--- config.mk ---
export PLATFORM = sky130hd
export DESIGN_NAME = cpu_bus_cycle_sequencer
export DESIGN_NICKNAME = d
export VERILOG_FILES = /design/src/rtl/seq_pkg.sv /design/src/rtl/cpu_bus_cycle_sequencer.sv
export SDC_FILE = /design/constraint.sdc
export NUM_CORES = 1
export LEC_CHECK = 0
export BUFFER_PORTS_ARGS = -buffer_cell sky130_fd_sc_hd__buf_2
export CELL_PAD_IN_SITES_DETAIL_PLACEMENT = 1
export CELL_PAD_IN_SITES_GLOBAL_PLACEMENT = 1
export CORE_UTILIZATION = 47
export DETAILED_ROUTE_END_ITERATION = 7
export HOLD_SLACK_MARGIN = 0.02
export PLACE_DENSITY = 0.9
export SYNTH_ARGS = -nofsm -noshare
export SYNTH_HDL_FRONTEND = slang
export SYNTH_SLANG_ARGS = --single-unit
--- constraint.sdc ---
create_clock -name core_clk -period 5.4 [get_ports core_clk]
set_input_delay 1.08 -clock core_clk [delete_from_list [all_inputs] [get_ports core_clk]]
set_output_delay 1.08 -clock core_clk [all_outputs]
set_load 0.005 [all_outputs]
--- src/rtl/seq_pkg.sv ---
// Purpose: constants for the bus-cycle sequencer
// Assumes: one bus cycle per core_clk cycle
// Notes:   addressing mode and class codes, interrupt entry cycle counts
package seq_pkg;
   // ----------------------------------------
   // Addressing modes
   // ----------------------------------------
   localparam logic [2:0] MODE_IMM  = 3'h0;
   localparam logic [2:0] MODE_DIR  = 3'h1;
   localparam logic [2:0] MODE_IDX  = 3'h2;
   localparam logic [2:0] MODE_EXT  = 3'h3;
   // ----------------------------------------
   // Operation classes
   // ----------------------------------------
   localparam logic [2:0] OP_READ8  = 3'h0;
   localparam logic [2:0] OP_READ16 = 3'h1;
   localparam logic [2:0] OP_STORE8 = 3'h2;
   localparam logic [2:0] OP_STORE16= 3'h3;
   localparam logic [2:0] OP_RMW    = 3'h4;
   localparam logic [2:0] OP_TEST   = 3'h5;
   localparam logic [2:0] OP_JUMP   = 3'h6;
   localparam logic [2:0] OP_CALL   = 3'h7;
   // ----------------------------------------
   // Interrupt entry lengths and reset stack pointer low byte
   // ----------------------------------------
   localparam logic [3:0] IRQ_CYCLES      = 4'hC;
   localparam logic [3:0] IRQ_WAIT_CYCLES = 4'h4;
   localparam logic [7:0] RESET_SP_LOW    = 8'hFF;
endpackage

--- src/rtl/cpu_bus_cycle_sequencer.sv ---
// Purpose: per-cycle bus sequencing for one instruction or interrupt entry
// Assumes: decoder supplies mode, class and register values at start
// Notes:   ALU and register updates live elsewhere
// Function
// [RULE1] Immediate: 8-bit op 2 cycles, 16-bit 3 cycles, high byte first.
// [RULE2] Direct: address byte in cycle 2; 8-bit read 3, 16-bit 4 cycles.
// [RULE3] Direct stores 4 or 5 cycles; cycle 3 strobe low, then writes high-low.
// [RULE4] Strobe-low cycles hold read/write at read and ignore data.
// [RULE5] Indexed: index in cycle 3, index plus offset no carry in 4; jump ends.
// [RULE6] Indexed read 5 cycles; 16-bit read 6, low byte at address plus one.
// [RULE7] Indexed read-modify-write 7 cycles: read, idle, write same address.
// [RULE8] Indexed call 8 cycles: push low, high, then three strobe-low cycles.
// [RULE9] Extended jump 3 cycles reading target high then low byte.
// [RULE10] Extended: address high then low; 8-bit read 4 cycles.
// [RULE11] Extended 16-bit load or compare 5 cycles, high then low byte.
// [RULE12] Interrupt entry 12 cycles, or 4 cycles after wait-for-interrupt.
// [RULE13] Test-only variant drives strobe low in last cycle, no write.
// [RULE14] Memory floats data bus while strobe is low.
// [RULE15] First cycle reads opcode at program counter, strobe high, read.
// [RULE16] Devices respond only while strobe high; capture data on write.
`timescale 1ns/1ps
module cpu_bus_cycle_sequencer
   import seq_pkg::*;
(
   // Clock and reset
   input  wire logic        core_clk,
   input  wire logic        sys_rst,
   // Instruction request
   input  wire logic        start,
   input  wire logic [2:0]  mode,
   input  wire logic [2:0]  op_class,
   input  wire logic        irq_start,
   input  wire logic        wait_for_interrupt,
   input  wire logic [15:0] pc,
   input  wire logic [15:0] index_reg,
   input  wire logic [15:0] stack_ptr,
   input  wire logic [15:0] wr_data,
   // Bus
   input  wire logic [7:0]  data_in,
   output logic [15:0]      addr_q,
   output logic             memory_valid_strobe_q,
   output logic             read_not_write_q,
   output logic [7:0]       data_out_q,
   output logic             data_oe_n_q,
   // Status
   output logic             busy_q,
   output logic             done_q,
   output logic [7:0]       rd_data_q,
   output logic             rd_valid_q
);
   typedef enum logic [1:0] {ST_IDLE = 2'b01, ST_RUN = 2'b10} state_e;
   state_e      state_q;
   logic [3:0]  cyc_q;
   logic [3:0]  last_q;
   logic [2:0]  mode_q;
   logic [2:0]  cls_q;
   logic        irq_q;
   logic [15:0] pc_q, ix_q, sp_q, wd_q, ea_q;
   logic [7:0]  b2_q;
   // Per-cycle decoded drive
   logic [15:0] a_d;
   logic        v_d, r_d, cap_d;
   logic [7:0]  w_d;
   // Operand address as seen in the cycle that needs it, and call return address
   logic [15:0] ea_w;
   logic [15:0] ret_w;
   assign ea_w  = (cyc_q == 4'h3 && mode_q == MODE_DIR) ? {8'h00, data_in} :
                  (cyc_q == 4'h4 && mode_q == MODE_EXT) ? {b2_q, data_in} : ea_q;
   assign ret_w = pc_q + 16'h0002;

   // ----------------------------------------
   // Cycle count per mode and class
   // ----------------------------------------
   function automatic logic [3:0] cycles(input logic [2:0] m, input logic [2:0] c);
      logic [3:0] n;
      n = 4'h2;
      case (m)
         MODE_IMM: n = (c == OP_READ16) ? 4'h3 : 4'h2; // RULE1
         MODE_DIR: begin
            case (c)
               OP_READ16:  n = 4'h4; // RULE2
               OP_STORE8:  n = 4'h4; // RULE3
               OP_STORE16: n = 4'h5; // RULE3
               default:    n = 4'h3; // RULE2
            endcase
         end
         MODE_IDX: begin
            case (c)
               OP_JUMP:    n = 4'h4; // RULE5
               OP_READ16:  n = 4'h6; // RULE6
               OP_STORE8:  n = 4'h6;
               OP_STORE16: n = 4'h7;
               OP_RMW:     n = 4'h7; // RULE7
               OP_TEST:    n = 4'h7; // RULE7
               OP_CALL:    n = 4'h8; // RULE8
               default:    n = 4'h5; // RULE6
            endcase
         end
         MODE_EXT: begin
            case (c)
               OP_JUMP:    n = 4'h3; // RULE9
               OP_READ16:  n = 4'h5; // RULE11
               OP_STORE8:  n = 4'h5;
               OP_STORE16: n = 4'h6;
               OP_RMW:     n = 4'h6;
               OP_TEST:    n = 4'h6;
               OP_CALL:    n = 4'h9;
               default:    n = 4'h4; // RULE10
            endcase
         end
         default: n = 4'h2;
      endcase
      return n;
   endfunction

   // ----------------------------------------
   // Sequencing state
   // ----------------------------------------
   always_ff @(posedge core_clk) begin
      if (sys_rst) begin
         state_q <= ST_IDLE;
         cyc_q   <= 4'h0;
         last_q  <= 4'h0;
         mode_q  <= 3'h0;
         cls_q   <= 3'h0;
         irq_q   <= 1'b0;
         pc_q    <= 16'h0000;
         ix_q    <= 16'h0000;
         sp_q    <= 16'h0000;
         wd_q    <= 16'h0000;
      end else begin
         case (state_q)
            ST_IDLE: begin
               if (irq_start || start) begin
                  state_q <= ST_RUN;
                  cyc_q   <= 4'h1;
                  irq_q   <= irq_start;
                  mode_q  <= mode;
                  cls_q   <= op_class;
                  pc_q    <= pc;
                  ix_q    <= index_reg;
                  sp_q    <= stack_ptr;
                  wd_q    <= wr_data;
                  if (irq_start) begin
                     last_q <= wait_for_interrupt ? IRQ_WAIT_CYCLES : IRQ_CYCLES; // RULE12
                  end else begin
                     last_q <= cycles(mode, op_class);
                  end
               end
            end
            ST_RUN: begin
               if (cyc_q == last_q) begin
                  state_q <= ST_IDLE;
               end else begin
                  cyc_q <= cyc_q + 4'h1;
               end
            end
            default: state_q <= ST_IDLE;
         endcase
      end
   end

   // Operand address bytes captured from the bus
   // Outputs are registered, so a byte arrives one sequencer cycle after its address
   always_ff @(posedge core_clk) begin
      if (sys_rst) begin
         b2_q <= 8'h00;
         ea_q <= 16'h0000;
      end else if (state_q == ST_RUN && !irq_q) begin
         if (cyc_q == 4'h3) begin
            b2_q <= data_in;
            if (mode_q == MODE_DIR) begin
               ea_q <= {8'h00, data_in}; // RULE2
            end
            if (mode_q == MODE_IDX) begin
               ea_q <= ix_q + {8'h00, data_in};
            end
         end
         if (cyc_q == 4'h4 && mode_q == MODE_EXT) begin
            ea_q <= {b2_q, data_in}; // RULE10
         end
      end
   end

   // ----------------------------------------
   // Per-cycle bus decode
   // ----------------------------------------
   always_comb begin
      a_d   = pc_q;
      v_d   = 1'b1;
      r_d   = 1'b1;
      w_d   = 8'h00;
      cap_d = 1'b0;
      if (cyc_q == 4'h1 && !irq_q) begin
         a_d = pc_q; // RULE15
      end else if (irq_q) begin
         // Interrupt entry stacks registers; write during push cycles
         a_d = sp_q - {12'h000, cyc_q};
         v_d = (last_q == IRQ_WAIT_CYCLES) ? 1'b1 : (cyc_q != 4'hA);
         r_d = !(last_q == IRQ_CYCLES && cyc_q >= 4'h3 && cyc_q <= 4'h9);
         if (cyc_q == 4'hB || (last_q == IRQ_WAIT_CYCLES && cyc_q == 4'h3)) begin
            a_d = 16'hFFFA;
         end
         if (cyc_q == 4'hC || (last_q == IRQ_WAIT_CYCLES && cyc_q == 4'h4)) begin
            a_d = 16'hFFFB;
         end
      end else if (cyc_q == 4'h2) begin
         a_d = pc_q + 16'h0001; // RULE1
         cap_d = (mode_q == MODE_IMM);
      end else begin
         case (mode_q)
            MODE_IMM: begin
               a_d   = pc_q + 16'h0002; // RULE1
               cap_d = 1'b1;
            end
            MODE_EXT: begin
               if (cyc_q == 4'h3) begin
                  a_d = pc_q + 16'h0002; // RULE9
               end else begin
                  a_d   = (cyc_q == 4'h4) ? ea_w : ea_q + 16'h0001; // RULE11
                  cap_d = 1'b1;
               end
            end
            MODE_DIR: begin
               if (cls_q == OP_STORE8 || cls_q == OP_STORE16) begin
                  a_d = (cyc_q == 4'h5) ? ea_q + 16'h0001 : ea_w;
                  v_d = (cyc_q != 4'h3); // RULE3
                  r_d = (cyc_q == 4'h3);
                  w_d = (cyc_q == 4'h5 || cls_q == OP_STORE8) ? wd_q[7:0] : wd_q[15:8];
               end else begin
                  a_d   = (cyc_q == 4'h4) ? ea_q + 16'h0001 : ea_w; // RULE2
                  cap_d = 1'b1;
               end
            end
            default: begin
               if (cls_q == OP_CALL) begin
                  case (cyc_q)
                     4'h3: begin a_d = ix_q; v_d = 1'b0; end
                     4'h4: begin a_d = sp_q; r_d = 1'b0; w_d = ret_w[7:0]; end // RULE8
                     4'h5: begin a_d = sp_q - 16'h0001; r_d = 1'b0; w_d = ret_w[15:8]; end
                     4'h6: begin a_d = sp_q - 16'h0002; v_d = 1'b0; end // RULE8
                     4'h7: begin a_d = ix_q; v_d = 1'b0; end
                     default: begin a_d = {ix_q[15:8], ea_q[7:0]}; v_d = 1'b0; end
                  endcase
               end else if (cyc_q == 4'h3) begin
                  a_d = ix_q; // RULE5
                  v_d = 1'b0;
               end else if (cyc_q == 4'h4) begin
                  a_d = {ix_q[15:8], ea_q[7:0]}; // RULE5
                  v_d = 1'b0;
               end else begin
                  a_d = (cyc_q == 4'h6 && cls_q == OP_READ16) ? ea_q + 16'h0001 : ea_q; // RULE6
                  a_d = (cyc_q == 4'h7 && cls_q == OP_STORE16) ? ea_q + 16'h0001 : a_d;
                  cap_d = (cls_q == OP_READ8 || cls_q == OP_READ16 ||
                           ((cls_q == OP_RMW || cls_q == OP_TEST) && cyc_q == 4'h5));
                  if (cls_q == OP_RMW || cls_q == OP_TEST) begin
                     v_d = (cyc_q == 4'h5) || (cyc_q == 4'h7 && cls_q == OP_RMW); // RULE7 RULE13
                     r_d = !(cyc_q == 4'h7 && cls_q == OP_RMW);
                     w_d = wd_q[7:0];
                  end else if (cls_q == OP_STORE8 || cls_q == OP_STORE16) begin
                     v_d = (cyc_q != 4'h5);
                     r_d = (cyc_q == 4'h5);
                     w_d = (cyc_q == 4'h7 || cls_q == OP_STORE8) ? wd_q[7:0] : wd_q[15:8];
                  end
               end
            end
         endcase
      end
      if (!v_d) begin
         r_d   = 1'b1; // RULE4
         cap_d = 1'b0;
      end
   end

   // ----------------------------------------
   // Registered bus outputs
   // ----------------------------------------
   always_ff @(posedge core_clk) begin
      if (sys_rst) begin
         addr_q                <= 16'h0000;
         memory_valid_strobe_q <= 1'b0;
         read_not_write_q      <= 1'b1;
         data_out_q            <= 8'h00;
         data_oe_n_q           <= 1'b1;
         busy_q                <= 1'b0;
         done_q                <= 1'b0;
      end else begin
         // Outputs lag the sequencer by one cycle for flop-only outputs
         addr_q                <= (state_q == ST_RUN) ? a_d : addr_q;
         memory_valid_strobe_q <= (state_q == ST_RUN) && v_d;
         read_not_write_q      <= (state_q != ST_RUN) || r_d;
         data_out_q            <= w_d;
         data_oe_n_q           <= !((state_q == ST_RUN) && !r_d); // RULE16
         busy_q                <= (state_q == ST_RUN);
         done_q                <= (state_q == ST_RUN) && (cyc_q == last_q);
      end
   end

   // Read data capture, only on strobe-high read cycles
   always_ff @(posedge core_clk) begin
      if (sys_rst) begin
         rd_data_q  <= 8'h00;
         rd_valid_q <= 1'b0;
      end else begin
         rd_valid_q <= memory_valid_strobe_q && read_not_write_q && busy_q; // RULE4 RULE14
         if (memory_valid_strobe_q && read_not_write_q) begin
            rd_data_q <= data_in;
         end
      end
   end

   // ----------------------------------------
   // Checks
   // ----------------------------------------
   AST_IDLE_READ: assert property (@(posedge core_clk) disable iff (sys_rst)
      !memory_valid_strobe_q |-> read_not_write_q) else $error("write with strobe low"); // RULE4
   AST_IRQ_LEN: assert property (@(posedge core_clk) disable iff (sys_rst)
      (state_q == ST_IDLE && irq_start && !start && !wait_for_interrupt) |=> ##11 (cyc_q == 4'hC))
      else $error("interrupt entry length wrong"); // RULE12
   AST_OPCODE_FETCH: assert property (@(posedge core_clk) disable iff (sys_rst)
      (state_q == ST_RUN && cyc_q == 4'h1 && !irq_q) |=> memory_valid_strobe_q && read_not_write_q)
      else $error("opcode fetch not a read"); // RULE15
   AST_DIR_STORE_WRITE: assert property (@(posedge core_clk) disable iff (sys_rst) // RULE3
      (state_q == ST_RUN && !irq_q && mode_q == MODE_DIR && cls_q == OP_STORE8 && cyc_q == 4'h4)
      |=> memory_valid_strobe_q && !read_not_write_q) else $error("direct store not a write");
   AST_IDX_STROBE_LOW: assert property (@(posedge core_clk) disable iff (sys_rst) // RULE5
      (state_q == ST_RUN && !irq_q && mode_q == MODE_IDX && cyc_q == 4'h3)
      |=> !memory_valid_strobe_q) else $error("indexed cycle 3 strobe high");
   AST_TEST_NO_WRITE: assert property (@(posedge core_clk) disable iff (sys_rst) // RULE13
      (state_q == ST_RUN && !irq_q && mode_q == MODE_IDX && cls_q == OP_TEST && cyc_q == 4'h7)
      |=> !memory_valid_strobe_q && read_not_write_q) else $error("test-only last cycle wrote");
endmodule

# == Word-level counts from Yosys, hierarchy flattened ==
# Cells that the tools add are included.
# op_classes
n_mul,0
n_div,0
bitwise,0
eq_ne,40
muxes,70
shift,0
n_reduce_logical,46
addsub,8
n_lt_le_gt_ge,2
# ops
cell,n
16-bit 2-to-1 mux,21
8-bit 2-to-1 mux,8
16-bit case mux with 4 select lines,1
16-bit case mux with 3 select lines,1
4-bit case mux with 4 select lines,3
"16-bit by 1-bit adder with 16-bit output, second input constant",2
8-bit case mux with 2 select lines,2
"3-bit by 2-bit == test with 1-bit output, second input constant",8
1-bit 2-to-1 mux,23
"3-bit == test, second input constant",7
"4-bit by 3-bit == test with 1-bit output, second input constant",5
"16-bit by 2-bit adder with 16-bit output, second input constant",1
16-bit by 8-bit adder with 16-bit output,1
1-bit logical AND,16
4-bit 2-to-1 mux,4
"16-bit by 1-bit subtractor with 16-bit output, second input constant",1
"16-bit by 2-bit subtractor with 16-bit output, second input constant",1
16-bit by 4-bit subtractor with 16-bit output,1
"3-bit by 1-bit == test with 1-bit output, second input constant",4
"4-bit == test, second input constant",3
1-bit logical OR,9
"4-bit by 2-bit == test with 1-bit output, second input constant",2
4-bit case mux with 2 select lines,1
2-bit OR reduction,4
other kinds (24),37
# word_totals
register_bits,143
n_memories,0
output_inout_bits,38
ramBits,0
in_bits,83
rom_bits,0
latch_bits,0
word_cells,187

# == Longest topological paths before layout ==
# Gate-level depths: netlist of run 1.
# depth
depth_word,15
ltp_mapped,12
mapped_depth_nobuf,11

# == Worst setup path after synthesis of run 1 ==
# OpenSTA, ideal clock, no wires.
# synth_path
path_kind,input-to-reg
startpoint,in data_in[0]
endpoint,reg ea_q[6]
required_ns,5.268
arrival_time_ns,2.872
n_path_buf,0
setup_time_ns,0.132
cell_stages,10
setup_slack_ns,2.396
path_cell_list,ha_1 -> inv_1 -> fa_1 -> nor2b_1 -> o21ai_0 -> a21boi_0 -> o21ai_0 -> and4_1 -> a2111oi_0 -> nor3_1
# synth_via
elab_chain_cells,4
# synth_lines
element,line,text
from (decl),cpu_bus_cycle_sequencer.sv:39,"input wire logic [7:0] data_in,"
16-bit by 8-bit adder with 16-bit output,cpu_bus_cycle_sequencer.sv:176,"ea_q <= ix_q + {8'h00, data_in};"
16-bit 2-to-1 mux,cpu_bus_cycle_sequencer.sv:175,if (mode_q == MODE_IDX) begin
16-bit 2-to-1 mux,cpu_bus_cycle_sequencer.sv:170,if (cyc_q == 4'h3) begin
16-bit 2-to-1 mux,cpu_bus_cycle_sequencer.sv:179,if (cyc_q == 4'h4 && mode_q == MODE_EXT) begin
to (signal assigned),cpu_bus_cycle_sequencer.sv:173,"ea_q <= {8'h00, data_in};"
to (signal assigned),cpu_bus_cycle_sequencer.sv:176,
to (signal assigned),cpu_bus_cycle_sequencer.sv:180,"ea_q <= {b2_q, data_in};"
to (decl),cpu_bus_cycle_sequencer.sv:58,"logic [15:0] pc_q, ix_q, sp_q, wd_q, ea_q;"
# Every way passes these cells. The select of a mux whose other input is x is not followed.
# A chain may end at the register's enable or synchronous reset.

# == Worst setup path in the final report of run 1 ==
# layout_path
startpoint,reg cyc_q[2]
endpoint,reg addr_q[5]
# layout_via
elab_chain_cells,11
elab_cells_between_ends,39
classes_between,add/sub (1); eq/ne (9); mux (19); reduce/logical (10)
# layout_lines
element,line,text
from (decl),cpu_bus_cycle_sequencer.sv:53,logic [3:0] cyc_q;
from (signal assigned),cpu_bus_cycle_sequencer.sv:155,cyc_q <= cyc_q + 4'h1;
4-bit by 3-bit == test with 1-bit output,"cpu_bus_cycle_sequencer.sv:237, cpu_bus_cycle_sequencer.sv:252",
1-bit logical AND,cpu_bus_cycle_sequencer.sv:252,a_d = (cyc_q == 4'h6 && cls_q == OP_READ16) ? ea_q + 16'h0001 : ea_q;
16-bit 2-to-1 mux,cpu_bus_cycle_sequencer.sv:252,
16-bit 2-to-1 mux,cpu_bus_cycle_sequencer.sv:253,a_d = (cyc_q == 4'h7 && cls_q == OP_STORE16) ? ea_q + 16'h0001 : a_d;
16-bit 2-to-1 mux,cpu_bus_cycle_sequencer.sv:248,end else if (cyc_q == 4'h4) begin
16-bit 2-to-1 mux,cpu_bus_cycle_sequencer.sv:245,end else if (cyc_q == 4'h3) begin
16-bit 2-to-1 mux,cpu_bus_cycle_sequencer.sv:236,if (cls_q == OP_CALL) begin
16-bit case mux with 3 select lines,cpu_bus_cycle_sequencer.sv:211,case (mode_q)
16-bit 2-to-1 mux,cpu_bus_cycle_sequencer.sv:207,end else if (cyc_q == 4'h2) begin
16-bit 2-to-1 mux,cpu_bus_cycle_sequencer.sv:196,end else if (irq_q) begin
16-bit 2-to-1 mux (*),cpu_bus_cycle_sequencer.sv:194,if (cyc_q == 4'h1 && !irq_q) begin
to (signal assigned),cpu_bus_cycle_sequencer.sv:289,addr_q <= (state_q == ST_RUN) ? a_d : addr_q;
to (decl),cpu_bus_cycle_sequencer.sv:40,"output logic [15:0] addr_q,"
# Mark *: on every way between the ends. The rest lies on a longest branch, timed or not.

==> impl_metrics.tcl, run 1 <==
set metrics [dict create \
    grt_overflow 0 \
    slew-limit-headroom_pct 17.5 \
    die_x_um 154 \
    hold_viol_final 0 \
    drt-vias-per-instance 6.88 \
    max_freq_mhz 256 \
    boundaryPins 121 \
    cts_tree "done" \
    grt_pass1_vias 12400 \
    nFillCells 2994 \
    clock_skew_ps 13.1 \
    cts-root-buf "clkbuf_16" \
    path_class "reg2reg" \
    cp.arrival_ps 4190 \
    clkSlewWorstSetupHoldPaths_ps 80 \
    syn-instance-count 1519 \
    final_nets 1645 \
    power.total_mw 3.29 \
    yosysUniqueCellTypes 102 \
    worstMarginPinSlew_ps 1210 \
    cap_violations 0 \
    yosysSeqAreaShare_pct 26.2 \
    outcome "completed" \
    dieHeight_um 154 \
    grt_pass1_wl_mm 73.4 \
    row_count 55 \
    ant_nets 0 \
    initialDrtViolationCount 1527 \
    synth-edff-count 0 \
    clockBufferDepth 2 \
    wl_per_cell_um 26.1 \
    postCtsHoldBufs 0 \
    setup_viol_count_final 0 \
    synth_area_leaders "dfxtp_1, nand2_1, a21oi_1, xnor2_1, nor2_1" \
    drcViolationCount 0 \
    instances_no_fill 1836 \
    ir_worst_vdd_v 0.000167 \
    synth.top_cell.area_share_pct 26.2 \
    first_pass_iters 5 \
    min_period_over_period_pct 72.3 \
    leakagePower_nw 4.33 \
    post_cts_buffers 0 \
    grt_max_degree 75 \
    fin_crit_ps 3900 \
    synth_top_cell_by_area "dfxtp_1" \
    rsz0062_at_grt "false" \
    place_inst 1803 \
    dieArea_um2 23700 \
    ys_seq_elements 142 \
    start_util_pct 47.9 \
    routed_wl_mm 48.0 \
    numCtsBuffers 17 \
    crit_path_end_kind "flop" \
    grt_antenna_before_repair 2 \
    ctsResizeCount 0 \
    avgSynthCellArea_um2 7.14 \
    finish.utilization_pct 52.7 \
    worstPathRequired_ps 5690 \
    p_per_area_nw_per_um2 276 \
    drive_above_1_share_pct 13.8 \
    core_um2 22600 \
    synthArstFlopShare_pct 0 \
    clkSinkCount 142 \
    setup-tns-final_ps 0 \
    dp.final_hpwl_mm 35.1 \
    worst-path-max-fanout 22 \
    track_usage_pct 40.6 \
    port_buffers 120 \
    critPathLaunchType "flop" \
    slew_violations 0 \
    area_growth_pct 10.0 \
    hold_class "reg2reg" \
    synth_nets 1627 \
    synth_area_um2 10800 \
    gp_congestion 1.05 \
    cts_max_level 4 \
    ys.flop_type "dfxtp_1" \
    vias 12600 \
    clk_latency_ps 450 \
    yosysWarnings 0 \
]
==> through the flow <==
step	setup slack (ps)	area, um2	hold slack, ps
floorplan	2400	10800	446
finish	1500	11900	458
CTS	1700	11900	457
global placement	1850	11300	440
detailed placement	1690	11300	447
global route	1360	11900	468
==> cell usage after synthesis (18+ instances only) <==
| master | count |
|---|---|
| dfxtp_1 | 142 |
| nor4_1 | 21 |
| nor2_1 | 105 |
| o22ai_1 | 24 |
| o211ai_1 | 21 |
| ha_1 | 23 |
| mux2i_1 | 27 |
| nand2_1 | 290 |
| nand3_1 | 41 |
| clkbuf_1 | 89 |
| nor3_1 | 36 |
| inv_1 | 30 |
| a211oi_1 | 18 |
| xnor2_1 | 47 |
| xor2_1 | 26 |
| a21oi_1 | 167 |
| a31oi_1 | 28 |
| buf_2 | 27 |
| o21ai_0 | 61 |
==> flip-flops by register name (all words and copies together), names as in the netlist, 2 cells and up <==
name	count
addr_q	16
sp_q	16
pc_q	16
mode_q	3
ea_q	16
ix_q	16
b2_q	8
cyc_q	4
wd_q	16
last_q	4
rd_data_q	8
cls_q	3
state_q	2
data_out_q	8
==> worst paths after layout <==
kind,cells past startpoint,slack [ps],from,to
max,8,1500,cyc_q[2],addr_q[5]
min,2,460,rd_data_q[6],rd_data_q[6]
max reg2reg,8,1500,cyc_q[2],addr_q[5]
min reg2reg,2,460,rd_data_q[6],rd_data_q[6]
==> logic make-up after synthesis <==
group	Yosys count	share of synthesized area [%]
AOI/OAI and AO/OA	466	28.3
xor gates and xnor gates	73	5.90
adders and majority gates	25	3.02
buffers and inverters	169	6.61
DFF	142	26.2
muxes	32	3.04
and+or+nand+nor	612	27.0
==> cell type report <==
type	instances	area [um2]	share of cell area, %
Multi-Input combinational cell	1208	7300	61.2
Sequential cell	142	2840	23.8
Timing Repair Buffer	137	731	6.13
Clock buffer	17	425	3.57
Tap cell	285	357	2.99
Clock inverter	15	154	1.29
Inverter	31	116	0.975
Antenna cell	1	2.50	0.0210
==> cell usage in the layout, fill, tap and decap left out, types with 30 or more instances in the layout <==
| cell type | count |
|---|---|
| dfxtp_1 | 142 |
| nor3_1 | 35 |
| nand2_1 | 290 |
| nor2_1 | 104 |
| xnor2_1 | 47 |
| buf_2 | 119 |
| a21oi_1 | 167 |
| nand3_1 | 41 |
| inv_1 | 30 |
| o21ai_0 | 60 |
==> layer usage <==
metal  GRT usage [%]  part of all wire, %  vias to the layer above
li1                -                    -                     5546
met1            52.6                   40                     6090
met2            62.4                   44                      787
met3            9.36                   10                      205
met4            22.5                  5.6                        2
met5               0                0.027                        -
==> report_power, final <==
part	total (mW)	internal (mW)	switching [mW]
Sequential	1.25	1.11	0.142
Clock	1.23	0.652	0.575
Combinational	0.806	0.265	0.542
Total	3.29	2.03	1.26
==> worst max-delay path, cell delays in order, from the launching register on <==
cell and delay, ps:
dfxtp_1 880, nor2_1 220, nand2_1 150, buf_4 290
nand2_1 370, a2111oi_0 1110, o211ai_1 190, a211oi_1 400
nor4_1 120
No activity file was read; power rests on OpenSTA's default activity.
==> inputs of run 2 (changes only) <==
--- a/config.mk
+++ b/config.mk
@@ -8,10 +8,10 @@
 export BUFFER_PORTS_ARGS = -buffer_cell sky130_fd_sc_hd__buf_2
 export CELL_PAD_IN_SITES_DETAIL_PLACEMENT = 1
 export CELL_PAD_IN_SITES_GLOBAL_PLACEMENT = 1
-export CORE_UTILIZATION = 47
+export CORE_UTILIZATION = 44
 export DETAILED_ROUTE_END_ITERATION = 7
 export HOLD_SLACK_MARGIN = 0.02
-export PLACE_DENSITY = 0.9
+export PLACE_DENSITY = 0.85
 export SYNTH_ARGS = -nofsm -noshare
 export SYNTH_HDL_FRONTEND = slang
 export SYNTH_SLANG_ARGS = --single-unit
==> constraint.sdc (replaced) <==
create_clock -name core_clk -period 3.7 [get_ports core_clk]
set_input_delay 0.74 -clock core_clk [delete_from_list [all_inputs] [get_ports core_clk]]
set_output_delay 0.74 -clock core_clk [all_outputs]
set_load 0.005 [all_outputs]
==> impl_metrics.tcl, run 2 (synthesized netlist as in run 1, its figures left out) <==
set metrics [dict create \
    power.total_mw 4.82 \
    track_usage_pct 38.5 \
    routed_wl_mm 49.0 \
    met3WireLength_mm 4.32 \
    highest_layer "met4" \
    post_cts_buffers 0 \
    port_buffers 120 \
    setup_viol_count_final 0 \
    dieHeight_um 159 \
    rsz0062_at_grt "false" \
    worstMarginPinSlew_ps 892 \
    slew_violations 0 \
    hold_path_depth 2 \
    min_period_over_period_pct 93.0 \
    slew-limit-headroom_pct 40.6 \
    clockBufferDepth 2 \
    intPower_mw 2.94 \
    nFillCells 3112 \
    swShare_pct 39.0 \
    drive_above_1_share_pct 15.6 \
    leakagePower_nw 4.52 \
    numCtsBuffers 17 \
    hold_viol_final 0 \
    grt_max_degree 79 \
    core_um2 24200 \
    ant_nets 0 \
    grt_antenna_before_repair 0 \
    crit_path_end_kind "flop" \
    multi_input_area_um2 7290 \
    startpoint "cyc_q[1]" \
    crit_buf_inv 1 \
    routed-wl-met2_mm 21.3 \
    crit_cells 9 \
    wl_met1_mm 20.6 \
    p_per_area_nw_per_um2 393 \
    grt_pass1_vias 12400 \
    diodes 0 \
    cp_top_family "simple AND/OR/NAND/NOR gates" \
    final_nets 1681 \
    cts_max_level 4 \
    first_pass_iters 7 \
    final_cell_mix "nand2_1, a21oi_1, dfxtp_1" \
    p_clk_share_pct 37.7 \
    cts-root-buf "clkbuf_16" \
    clk_latency_ps 450 \
    gp_congestion 1.03 \
    p_sw_mw 1.88 \
    worst-path-max-fanout 15 \
    grt_overflow 0 \
    critPathLaunchType "flop" \
    regArea_um2 2840 \
    worstReg2RegStart "cyc_q[1]" \
    cp.arrival_ps 3800 \
    outcome "finished with violations" \
    drcViolationCount 2 \
    clkSlewWorstSetupHoldPaths_ps 80 \
    clock_skew_ps 19.7 \
    violations "design-rule violations" \
    dp.final_hpwl_mm 36.5 \
    worstPathRequired_ps 4050 \
    start_util_pct 44.7 \
    crit_chain "inv_1, ha_1, and3b_1, nand3_1, a31oi_1, a2111oi_0, nor4_1, o21ai_0, a311oi_1" \
    grt_pass1_wl_mm 75.2 \
    power_frac_seq_pct 37.5 \
    initialDrtViolationCount 1421 \
    row_count 57 \
    vias 12600 \
    cap_violations 0 \
    postCtsHoldBufs 0 \
    worstHoldStart "rd_data_q[1]" \
    dieArea_um2 25300 \
    path_class "reg2reg" \
    cts_tree "done" \
    ir_worst_vdd_v 0.000240 \
    boundaryPins 121 \
    fin_crit_ps 3440 \
    setup-tns-final_ps 0 \
    area_growth_pct 13.2 \
    cp_slowest_stage_delay_ps 660 \
    max_freq_mhz 290 \
    final_common_cell "nand2_1" \
    wl_per_cell_um 25.7 \
    slowest_stage "nor4_1" \
    clkSinkCount 142 \
    die_x_um 159 \
    hold_class "reg2reg" \
    ctsResizeCount 0 \
    reg2reg_depth 9 \
    drt-vias-per-instance 6.60 \
    combPwrFrac_pct 24.8 \
]
## run 2: power by group through the flow
stage | registers [mW] | logic [mW] | clock network (mW)
floorplan | 1.71 | 0.809 | 0
global placement | 1.83 | 1.12 | 0
detailed placement | 1.83 | 1.15 | 0
CTS | 1.80 | 1.16 | 1.83
global route | 1.82 | 1.28 | 1.88
finish | 1.81 | 1.20 | 1.82
## run 2: path summary, 6_finish.rpt
check / endpoint / slack (ps)
min reg2reg: rd_data_q[1] / 450
min: rd_data_q[1] / 450
max: addr_q[3] / 260
max reg2reg: addr_q[3] / 260
## run 2: area by class of cell
class | instances | share of cell area (%)
Multi-Input combinational cell | 1208 | 59.4
Sequential cell | 142 | 23.2
Timing Repair Buffer | 173 | 8.26
Clock buffer | 17 | 3.47
Tap cell | 324 | 3.30
Clock inverter | 15 | 1.41
Inverter | 31 | 0.948
## run 2: metal layers
layer / track usage, % / up-vias
met5: 0 / -
met4: 20.9 / 0
met3: 7.58 / 174
met2: 58.6 / 694
met1: 51.3 / 6126
li1: - / 5615
## run 2: worst reg2reg max path: stages (launching register included)
cell       delay, ps
dfxtp_1          370
inv_1            220
ha_1             570
and3b_1          560
nand3_1          130
a31oi_1          240
a2111oi_0        110
nor4_1           660
o21ai_0          210
a311oi_1         280
## run 2: per-stage QoR
step / std cells / util (%) / hold slack [ps] / cell area (um2) / setup slack (ps)
6_report: 1910 / 50.6 / 455 / 12300 / 258
3_3_place_gp: 1878 / 48.1 / 440 / 11700 / 488
4_1_cts: 1910 / 50.6 / 456 / 12300 / 396
2_1_floorplan: 1519 / - / 446 / 10800 / 1040
3_5_place_dp: 1878 / 48.1 / 447 / 11700 / 452
5_1_grt: 1910 / 50.6 / 474 / 12300 / 151
==> inputs of run 3 (changes only) <==
--- a/config.mk
+++ b/config.mk
@@ -8,10 +8,11 @@
 export BUFFER_PORTS_ARGS = -buffer_cell sky130_fd_sc_hd__buf_2
 export CELL_PAD_IN_SITES_DETAIL_PLACEMENT = 1
 export CELL_PAD_IN_SITES_GLOBAL_PLACEMENT = 1
-export CORE_UTILIZATION = 44
+export CORE_UTILIZATION = 47
 export DETAILED_ROUTE_END_ITERATION = 7
+export GPL_ROUTABILITY_DRIVEN = 0
 export HOLD_SLACK_MARGIN = 0.02
-export PLACE_DENSITY = 0.85
+export PLACE_DENSITY = 0.9
 export SYNTH_ARGS = -nofsm -noshare
 export SYNTH_HDL_FRONTEND = slang
 export SYNTH_SLANG_ARGS = --single-unit
==> constraint.sdc (replaced) <==
create_clock -name core_clk -period 4.4 [get_ports core_clk]
set_input_delay 0.88 -clock core_clk [delete_from_list [all_inputs] [get_ports core_clk]]
set_output_delay 0.88 -clock core_clk [all_outputs]
set_load 0.005 [all_outputs]
==> impl_metrics.tcl, run 3 (synthesized netlist as in run 1, its figures left out) <==
set metrics [dict create \
    hold_path_depth 2 \
    hold_class "reg2reg" \
    cap_violations 0 \
    fin_crit_ps 3980 \
    grt_max_degree 54 \
    outcome "finished with violations" \
    final_nets 1653 \
    clkSinkCount 142 \
    area_growth_pct 10.6 \
    intPower_mw 2.54 \
    vias 13200 \
    port_buffers 120 \
    cts-root-buf "clkbuf_16" \
    whs_endpoint "rd_data_q[6]" \
    crit_path_end_kind "flop" \
    worstMarginPinSlew_ps 1400 \
    ant_nets 0 \
    finish.utilization_pct 53.0 \
    clk_latency_ps 450 \
    track_usage_pct 42.7 \
    setup-tns-final_ps 0 \
    row_count 55 \
    cts_max_level 4 \
    holdWs_ps 453 \
    cts_tree "done" \
    combPwrFrac_pct 25.2 \
    grt_pass1_vias 12900 \
    boundaryPins 121 \
    rsz0062_at_grt "false" \
    worst-path-max-fanout 7 \
    place_area_um2 11400 \
    routed_wl_mm 50.5 \
    violations "design-rule violations" \
    p_clk_share_pct 37.3 \
    setup_viol_count_final 0 \
    drcViolationCount 3 \
    reg2reg_depth 8 \
    postCtsHoldBufs 0 \
    numCtsBuffers 17 \
    place_inst 1811 \
    cp.arrival_ps 4290 \
    hold_viol_final 0 \
    nFillCells 2927 \
    final_cell_mix "nand2_1, a21oi_1, dfxtp_1" \
    final_common_cell "nand2_1" \
    dieArea_um2 23700 \
    instances_no_fill 1843 \
    slew_violations 0 \
    p_per_area_nw_per_um2 341 \
    grt_overflow 0 \
    reg2reg_to "addr_q[5]" \
    drt-vias-per-instance 7.17 \
    p_sw_mw 1.55 \
    min_period_over_period_pct 90.5 \
    worstPathRequired_ps 4710 \
    regToRegSetupSlack_ps 420 \
    initialDrtViolationCount 2131 \
    first_pass_iters 8 \
    power_frac_seq_pct 37.5 \
    clkSlewWorstSetupHoldPaths_ps 70 \
    ctsResizeCount 0 \
    drive_above_1_share_pct 14.0 \
    swShare_pct 37.9 \
    worstHoldStart "rd_data_q[6]" \
    worstReg2RegStart "pc_q[2]" \
    start_util_pct 47.9 \
    slew-limit-headroom_pct 5.71 \
    path_class "reg2reg" \
    wl_per_cell_um 27.4 \
    dp.final_hpwl_mm 34.2 \
    core_um2 22600 \
    max_freq_mhz 251 \
    pre_cts_slack_ps 848 \
    leakagePower_nw 4.37 \
    clock_skew_ps 13.8 \
    clockBufferDepth 2 \
    grt_antenna_before_repair 0 \
    ir_worst_vdd_v 0.000195 \
    dieHeight_um 154 \
    die_x_um 154 \
    diodes 0 \
    grt_pass1_wl_mm 76.9 \
    critPathLaunchType "flop" \
    power.total_mw 4.09 \
    post_cts_buffers 0 \
    final_area_um2 12000 \
    timing.final.ws_setup_ps 418 \
]
[run 3: layout make-up]
cell class	count	area [um2]	share of cell area [%]
multi-input cells	1208	7290	60.8
inverters	31	116	0.971
flip-flops and latches	142	2840	23.7
clock buffers	19	433	3.61
clock inverters	13	156	1.30
well taps	285	357	2.97
repair buffers	145	791	6.60
[run 3: how the worst max path moves through the flow]
| stage | to | from | slack [ps] |
|---|---|---|---|
| 2_1_floorplan | ea_q[6] | data_in[0] | 1600 |
| 3_3_place_gp | addr_q[5] | cyc_q[1] | 1040 |
| 3_5_place_dp | addr_q[5] | cyc_q[1] | 850 |
| 4_1_cts | addr_q[14] | cyc_q[1] | 820 |
| 5_1_grt | addr_q[5] | pc_q[2] | 450 |
| 6_report | addr_q[5] | pc_q[2] | 420 |
[run 3: power groups by stage]
stage / registers [mW] / clock network, mW / logic (mW)
floorplan: 1.44 / 0 / 0.680
global placement: 1.54 / 0 / 0.913
detailed placement: 1.54 / 0 / 0.946
CTS: 1.52 / 1.52 / 0.966
global route: 1.54 / 1.56 / 1.09
finish: 1.53 / 1.52 / 1.03
[run 3: layer usage]
metal  vias to the layer above  GRT usage, %  part of all wire (%)
met3                       322          17.0                    14
li1                       5560             -                     -
met2                      1066          62.5                    42
met4                         2          25.8                   6.9
met5                         -          2.69                  0.17
met1                      6259          52.3                    37
[run 3: critical path, stage by stage (launching register included)]
cell       delay, ps
dfxtp_1          550
ha_1             380
nand3_1          280
xnor2_1          920
nor2_1           190
a2111oi_0        750
o211ai_1         180
a211oi_1         480
nor4_1           110
